**src/pkg/pmc_defines.svh**
```systemverilog
// Constants for the power mode controller: register address, bit positions,
// reset values and restart timing.
// Assumes a single 100 MHz clock and an 8-bit special function register port.
// How it works
// RL1 - Idle, power-down and reduced frequency modes exist. Only idle and power-down are built; there is no reduced frequency mode.
// RL2 - Idle stops core clock, peripherals keep running.
// RL3 - Peripherals and supervisor resets stay active in idle.
// RL4 - Watchdog is inactive during idle.
// RL5 - Interrupt or supervisor reset ends idle.
// RL6 - Port outputs hold their values in idle.
// RL7 - Writing one to bit 0 enters idle.
// RL8 - Core state is frozen while idle.
// RL9 - Interrupt clears idle bit, core resumes afterwards.
// RL10 - Supervisor reset clears idle, restarts after three cycles.
// RL11 - Power-down keeps ports, disables peripherals and supervisor.
// RL12 - Bus parks: latch low, strobes high, ones.
// RL13 - Control register at address 87h, resets 00h.
// RL14 - Bits 7 and 6 double UART rates.
// RL15 - Bit 4 set by cold reset only.
// RL16 - Bits 3 and 2 select UART B clocks.
// RL17 - Power-down stops all clocks, only reset exits.
`ifndef PMC_DEFINES_SVH
`define PMC_DEFINES_SVH
`define PMC_CONTROL_ADDR 8'h87
`define PMC_CONTROL_RESET 8'h00
`define PMC_BIT_IDLE 0
`define PMC_BIT_POWER_DOWN 1
`define PMC_BIT_TX_SELECT 2
`define PMC_BIT_RX_SELECT 3
`define PMC_BIT_POR_FLAG 4
`define PMC_BIT_RESERVED 5
`define PMC_BIT_DOUBLE_B 6
`define PMC_BIT_DOUBLE_A 7
`define PMC_WRITABLE_MASK 8'hcc
`define PMC_WARM_KEEP_MASK 8'h10
`define PMC_PORT_RESET 24'hffffff
`define PMC_BUS_PARK 8'hff
`define PMC_RESTART_MACHINE_CYCLES 3
`define PMC_CLOCKS_PER_MACHINE_CYCLE 4
`endif

```
**src/pkg/pmc_pkg.sv**
```systemverilog
// Types for the power mode controller: mode encoding and the state record.
// Assumes the constants header is compiled alongside.
package pmc_pkg;
    typedef enum logic [1:0]
    {
        PMC_RUN = 2'b00,
        PMC_IDLE = 2'b01,
        PMC_POWER_DOWN = 2'b11,
        PMC_RESTART = 2'b10
    } pmc_mode_type;

    typedef struct packed
    {
        pmc_mode_type mode;
        logic [7:0] control;
        logic [7:0] restartCount;
        logic [7:0] readData;
        logic coreClockEnable;
        logic periphClockEnable;
        logic watchdogEnable;
        logic supervisorEnable;
        logic coreReset;
        logic ale;
        logic programFetchStrobeN;
        logic readStrobeN;
        logic writeStrobeN;
        logic [7:0] lowAddrDataBus;
        logic lowAddrDataOe;
        logic [7:0] highAddrBus;
        logic [23:0] portOut;
    } pmc_state_type;
endpackage

```
**src/logic/pmc_power_mode_control.sv**
```systemverilog
// Power mode controller: control register, clock gating, restart timing,
// bus parking and port holding for the microcontroller module.
// Assumes core, peripherals and supervisor share this clock domain.
`timescale 1ns/100ps
`default_nettype none
`include "pmc_defines.svh"

module pmc_power_mode_control
    import pmc_pkg::*;
#(
    parameter int CLOCKS_PER_MACHINE_CYCLE = `PMC_CLOCKS_PER_MACHINE_CYCLE
)
(
    // Clock and reset.
    input wire logic clock,
    input wire logic resetn,
    // Special function register port.
    input wire logic [7:0] sfrAddr,
    input wire logic sfrWrite,
    input wire logic sfrRead,
    input wire logic [7:0] sfrWriteData,
    output logic [7:0] sfrReadData,
    // Wake and reset events.
    input wire logic wakeInterrupt,
    input wire logic supervisorReset,
    input wire logic watchdogReset,
    input wire logic powerOnReset,
    // Clock gates and enables.
    output logic coreClockEnable,
    output logic periphClockEnable,
    output logic watchdogEnable,
    output logic supervisorEnable,
    output logic coreReset,
    // UART controls.
    output logic uart_a_rate_double,
    output logic uart_b_rate_double,
    output logic uart_b_rx_clock_select,
    output logic uart_b_tx_clock_select,
    // External bus from the core.
    input wire logic coreAle,
    input wire logic coreFetchStrobeN,
    input wire logic coreReadStrobeN,
    input wire logic coreWriteStrobeN,
    input wire logic [7:0] coreLowAddrData,
    input wire logic coreLowAddrDataOe,
    input wire logic [7:0] coreHighAddr,
    // External bus pins.
    output logic ale,
    output logic program_fetch_strobe_n,
    output logic readStrobeN,
    output logic writeStrobeN,
    output logic [7:0] low_addr_data_bus,
    output logic lowAddrDataOe,
    output logic [7:0] high_addr_bus,
    // Port outputs.
    input wire logic [23:0] corePortOut,
    output logic [23:0] portOut
);

    // ------------------------------------------------------------
    // Constants.
    // ------------------------------------------------------------
    localparam int RestartClocks = `PMC_RESTART_MACHINE_CYCLES * CLOCKS_PER_MACHINE_CYCLE;
    localparam logic [7:0] RestartLoad = 8'(RestartClocks - 1);
    localparam pmc_state_type ResetState = '{
        mode: PMC_RUN,
        control: `PMC_CONTROL_RESET,
        restartCount: 8'h00,
        readData: 8'h00,
        coreClockEnable: 1'b1,
        periphClockEnable: 1'b1,
        watchdogEnable: 1'b1,
        supervisorEnable: 1'b1,
        coreReset: 1'b0,
        ale: 1'b0,
        programFetchStrobeN: 1'b1,
        readStrobeN: 1'b1,
        writeStrobeN: 1'b1,
        lowAddrDataBus: `PMC_BUS_PARK,
        lowAddrDataOe: 1'b0,
        highAddrBus: `PMC_BUS_PARK,
        portOut: `PMC_PORT_RESET
    };

    pmc_state_type state_reg;
    pmc_state_type state_next;
    logic hit;
    logic warmHit;
    logic sleeping;

    // ------------------------------------------------------------
    // Next state.
    // ------------------------------------------------------------
    always_comb
    begin
        state_next = state_reg;
        hit = (sfrAddr == `PMC_CONTROL_ADDR); // [RL13]
        // Watchdog cannot reset the core while the block sleeps. [RL4]
        warmHit = supervisorReset | (watchdogReset & state_reg.watchdogEnable);
        state_next.readData = (sfrRead && hit) ? state_reg.control : 8'h00;
        unique case (state_reg.mode)
            PMC_RUN:
            begin
                if (sfrWrite && hit)
                begin
                    state_next.control = (state_reg.control & ~`PMC_WRITABLE_MASK)
                        | (sfrWriteData & `PMC_WRITABLE_MASK); // [RL14] [RL16]
                    if (!sfrWriteData[`PMC_BIT_POR_FLAG])
                    begin
                        state_next.control[`PMC_BIT_POR_FLAG] = 1'b0; // [RL15]
                    end
                    if (sfrWriteData[`PMC_BIT_POWER_DOWN])
                    begin
                        state_next.control[`PMC_BIT_POWER_DOWN] = 1'b1;
                        state_next.mode = PMC_POWER_DOWN; // [RL17] [RL1]
                    end
                    else if (sfrWriteData[`PMC_BIT_IDLE])
                    begin
                        state_next.control[`PMC_BIT_IDLE] = 1'b1;
                        state_next.mode = PMC_IDLE; // [RL7] [RL1]
                    end
                end
            end
            PMC_IDLE:
            begin
                if (wakeInterrupt)
                begin
                    state_next.control[`PMC_BIT_IDLE] = 1'b0; // [RL9] [RL5]
                    state_next.mode = PMC_RUN;
                end
            end
            PMC_POWER_DOWN:
            begin
                state_next.mode = PMC_POWER_DOWN; // [RL17]
            end
            PMC_RESTART:
            begin
                if (state_reg.restartCount == 8'h00)
                begin
                    state_next.mode = PMC_RUN;
                end
                else
                begin
                    state_next.restartCount = state_reg.restartCount - 8'h01;
                end
            end
        endcase
        // Supervisor resets override everything and restart the core.
        if (powerOnReset)
        begin
            state_next.control = `PMC_CONTROL_RESET;
            state_next.control[`PMC_BIT_POR_FLAG] = 1'b1; // [RL15]
            state_next.mode = PMC_RESTART;
            state_next.restartCount = RestartLoad;
        end
        else if (warmHit)
        begin
            state_next.control = state_reg.control & `PMC_WARM_KEEP_MASK; // [RL10] [RL15]
            state_next.mode = PMC_RESTART; // [RL5] [RL10]
            state_next.restartCount = RestartLoad;
        end
        sleeping = (state_next.mode == PMC_IDLE) || (state_next.mode == PMC_POWER_DOWN);
        // Idle gates the core and the watchdog; power-down gates everything. [RL2] [RL3] [RL8] [RL11] [RL17]
        state_next.coreClockEnable = !sleeping;
        state_next.periphClockEnable = (state_next.mode != PMC_POWER_DOWN);
        state_next.supervisorEnable = (state_next.mode != PMC_POWER_DOWN);
        state_next.watchdogEnable = !sleeping; // [RL4]
        state_next.coreReset = (state_next.mode == PMC_RESTART); // [RL10]
        if (sleeping)
        begin
            // Park the external bus. [RL12]
            state_next.ale = 1'b0;
            state_next.programFetchStrobeN = 1'b1;
            state_next.readStrobeN = 1'b1;
            state_next.writeStrobeN = 1'b1;
            state_next.lowAddrDataBus = `PMC_BUS_PARK;
            state_next.lowAddrDataOe = 1'b1;
            state_next.highAddrBus = `PMC_BUS_PARK;
        end
        else
        begin
            state_next.ale = coreAle;
            state_next.programFetchStrobeN = coreFetchStrobeN;
            state_next.readStrobeN = coreReadStrobeN;
            state_next.writeStrobeN = coreWriteStrobeN;
            state_next.lowAddrDataBus = coreLowAddrData;
            state_next.lowAddrDataOe = coreLowAddrDataOe;
            state_next.highAddrBus = coreHighAddr;
            state_next.portOut = corePortOut; // [RL6] [RL11]
        end
        // The reserved bit always reads zero.
        state_next.control[`PMC_BIT_RESERVED] = 1'b0; // [RL15]
    end

    // ------------------------------------------------------------
    // State register.
    // ------------------------------------------------------------
    always_ff @(posedge clock or negedge resetn)
    begin
        if (!resetn)
        begin
            state_reg <= ResetState; // [RL13]
        end
        else
        begin
            state_reg <= state_next;
        end
    end

    // ------------------------------------------------------------
    // Outputs.
    // ------------------------------------------------------------
    assign sfrReadData = state_reg.readData;
    assign coreClockEnable = state_reg.coreClockEnable;
    assign periphClockEnable = state_reg.periphClockEnable;
    assign watchdogEnable = state_reg.watchdogEnable;
    assign supervisorEnable = state_reg.supervisorEnable;
    assign coreReset = state_reg.coreReset;
    assign uart_a_rate_double = state_reg.control[`PMC_BIT_DOUBLE_A]; // [RL14]
    assign uart_b_rate_double = state_reg.control[`PMC_BIT_DOUBLE_B]; // [RL14]
    assign uart_b_rx_clock_select = state_reg.control[`PMC_BIT_RX_SELECT]; // [RL16]
    assign uart_b_tx_clock_select = state_reg.control[`PMC_BIT_TX_SELECT]; // [RL16]
    assign ale = state_reg.ale;
    assign program_fetch_strobe_n = state_reg.programFetchStrobeN;
    assign readStrobeN = state_reg.readStrobeN;
    assign writeStrobeN = state_reg.writeStrobeN;
    assign low_addr_data_bus = state_reg.lowAddrDataBus;
    assign lowAddrDataOe = state_reg.lowAddrDataOe;
    assign high_addr_bus = state_reg.highAddrBus;
    assign portOut = state_reg.portOut;

    // ------------------------------------------------------------
    // Checks.
    // ------------------------------------------------------------
    logic [7:0] restartSeen_reg;
    logic anyReset;

    assign anyReset = powerOnReset | supervisorReset | (watchdogReset & state_reg.watchdogEnable);

    always_ff @(posedge clock or negedge resetn)
    begin
        if (!resetn)
        begin
            restartSeen_reg <= 8'h00;
        end
        else if (anyReset)
        begin
            restartSeen_reg <= 8'h00;
        end
        else if (state_reg.mode == PMC_RESTART)
        begin
            restartSeen_reg <= restartSeen_reg + 8'h01;
        end
        else
        begin
            restartSeen_reg <= 8'h00;
        end
    end
endmodule // pmc_power_mode_control
`default_nettype wire

```
**config.mk**
```make
export PLATFORM = sky130hd
export DESIGN_NAME = pmc_power_mode_control
export DESIGN_NICKNAME = d
export VERILOG_FILES = /design/src/pkg/pmc_pkg.sv /design/src/logic/pmc_power_mode_control.sv
export VERILOG_INCLUDE_DIRS = /design/src /design/src/pkg
export SDC_FILE = /design/constraint.sdc
export NUM_CORES = 1
export LEC_CHECK = 0
export BUFFER_PORTS_ARGS = -buffer_cell sky130_fd_sc_hd__clkbuf_2
export CELL_PAD_IN_SITES_DETAIL_PLACEMENT = 0
export CELL_PAD_IN_SITES_GLOBAL_PLACEMENT = 2
export CORE_MARGIN = 8
export CORE_UTILIZATION = 24
export CTS_BUF_LIST = sky130_fd_sc_hd__clkbuf_8
export CTS_CLUSTER_SIZE = 28
export DETAILED_ROUTE_END_ITERATION = 8
export HOLD_SLACK_MARGIN = 0.02
export PLACE_DENSITY = 0.78
export SYNTH_ARGS = -nofsm -noshare
export SYNTH_HDL_FRONTEND = slang
export SYNTH_SLANG_ARGS = --single-unit
```
**constraint.sdc**
```tcl
create_clock -name clock -period 2.8 [get_ports clock]
set_input_delay 0.28 -clock clock [delete_from_list [all_inputs] [get_ports clock]]
set_output_delay 0.28 -clock clock [all_outputs]
set_load 0.02 [all_outputs]
```
==> impl_metrics.toml <==
[outcome]
outcome = "finished clean"

[layout]
diodes = 0
largest_reg_flops = 24
mostFrequentLayoutCells = "clkbuf_2, dfstp_2, dfrtp_1, mux2_2, or2_2"
final_common_cell = "clkbuf_2"
drive_gt1_share_pct = 69.48
syn2layout_area_growth_pct = 21.37
final_nets = 409
final_cells = 520

[die]
start_util_pct = 24.26
fp.dieH_um = 130.8
die_w_um = 130.8
num_io_pins = 131
die_area_um2 = 17100
rows = 42
core_area_um2 = 13030

[setup_path]
required_ps = 3040
cp-start-kind = "flop"
crit_type = "reg -> reg"
path_max_fanout = 9
cp.arrival_ps = 2370
critPathCaptureType = "flop"

[sta]
rsz0062_at_grt = "no"
setup_viol = 0
slew_viol_final = 0
clock_skew_ps = 6.222
finalSetupTns_ps = 0
min_period_ps = 2133
post-route-period-util_pct = 76.16
max_slew_margin_pct = 40.67
layout_setup_ws_ps = 667.4
worstMarginPinSlew_ps = 890.0
fmax_ghz = 0.4689
hold_viol_final = 0

[grt]
overflow = 0
top_usage_layer = "met2"
met1_usage_pct = 8.992
grt_max_degree = 73
grt_pass1_vias = 2208
grtUsageMet2_pct = 14.37
met3_usage_pct = 4.099
track_usage_pct = 8.755
antenna_found_initial = 0
grt_pass1_wl_um = 11150

[pwr]
ir_drop_v = 0.0001689
p_int_mw = 1.605
swShare_pct = 23.68
p_sw_uw = 498.1
p_clk_share_pct = 38.1
comb_power_share_pct = 9.0
p_per_area_nw_per_um2 = 548.1
p_leak_nw = 1.820
p_seq_share_pct = 52.9
power_mw = 2.103

[placement]
post-place-ws_ps = 673.1
portBuffers = 128
gp_congestion = 0.6994
dp_cells = 504
dp_hpwl_um = 5490

[synthesis]
synth_cells = 255
seq_area_frac_synth_pct = 58.77
synth_cell_types = 36
netlist_area_um2 = 3162
syn_nets = 325
synth.avg_cell_area_um2 = 12.40
synth_flop_cell = "dfstp_2"
ys_ff_latch = 72
synth_enable_flop_cells = 0
synthArstFlopShare_pct = 100.0
synth_warnings = 0

[detailed_routing]
wire_per_inst_um = 13.81
drcViolationCount = 0
via_count = 2031
antenna_left = 0
drt-total-wl_um = 7183
drt-pass1-iter-count = 4
vias_per_cell = 3.906
dr.first_iter.drc_count = 48

[clock_tree]
cts_max_level = 3
clkTransAtPathRegs_ps = 70
cts_sinks = 72
ctsHoldBuffers = 0
clk_latency_ps = 350
cts_tree = "built"
cts_resized = 0
post-cts-setup-buffer-count = 0
cts.path.max_buffers = 2
root_buffer = "clkbuf_8"
cts_buffers = 9

[flow_run]
maxCapViolations = 0

[min_path]
hp-class = "in -> async"
## synth_stat cells, types with 2 or more instances
cell	count	area share (%)
mux2_2	24	8.5
buf_2	4	0.63
nor2_1	9	1.1
a21oi_1	7	1.1
nand2_1	14	1.7
dfrtp_1	27	21
and3_1	7	1.4
o21a_1	2	0.47
nand4bb_1	2	0.71
dfstp_2	45	37
buf_4	51	12
xnor2_1	4	1.1
a21o_1	2	0.47
inv_1	8	0.95
clkbuf_1	2	0.24
or3_1	2	0.40
nor4_1	5	0.99
or2_2	22	4.4
## worst paths after layout
path / start / to / slack (ps) / depth (start not counted)
hold reg to reg: state_reg[67] / state_reg[67] / 500 / 2
min in group clock: coreLowAddrDataOe / lowAddrDataOe / 110 / 2
setup reg to reg: state_reg[58] / state_reg[64] / 670 / 7
hold / removal: resetn / state_reg[70] / 50 / 1
max in group asynchronous: resetn / ale / 2180 / 1
setup / recovery: state_reg[58] / state_reg[64] / 670 / 7
## layer usage
| metal | part of all wire (%) | vias to the layer above |
|---|---|---|
| met5 | 0 | - |
| met4 | 1.5 | 0 |
| met3 | 9.2 | 8 |
| met2 | 52 | 67 |
| met1 | 38 | 992 |
| li1 | - | 964 |
## area by class of cell
type                    instances  area (um2)
fillers                      1411        9195
flip-flops and latches         72        1858
multi-input cells             118       868.3
repair buffers                130       670.6
well taps                     176       220.2
clock buffers                  10       137.6
clock inverters                 6       52.55
inverters                       8       30.03
## critical path: stages, from the launching register on
cell and delay, ps:
dfrtp_1 380, inv_1 110, ha_1 200, or4b_4 500, o311ai_4 460, or3_1 180, xor2_1 140, nor2_1 50
## metrics by stage
step / instance area, um2 / utilization [%] / hold slack, ps
2_1_floorplan: 3162 / - / -15.59
3_3_place_gp: 3647 / 27.99 / 466.7
3_5_place_dp: 3647 / 27.99 / 473.1
4_1_cts: 3837 / 29.45 / 69.37
5_1_grt: 3837 / 29.45 / 72.18
6_report: 3837 / 29.45 / 46.60
## logic make-up (layout without fill, tap and decap cells)
group	after synthesis	in the layout	share of synthesized area [%]
other	1	1	0.1186
adders and majority gates	1	1	0.3957
xor gates and xnor gates	5	5	1.385
muxes	24	24	8.548
buffers and inverters	65	154	13.93
DFF	72	72	58.77
and+or+nand+nor	67	67	11.99
AOI/OAI and AO/OA	20	20	4.868
## power groups by stage
stage	Sequential (mW)	Clock, mW	Combinational [mW]
after floorplan	1.13	0	0.124
after global placement	1.13	0	0.193
after detailed placement	1.13	0	0.196
after CTS	1.11	0.851	0.196
after global routing	1.12	0.905	0.209
final	1.11	0.802	0.189
Note: power is estimated with default switching activity, not from simulation.
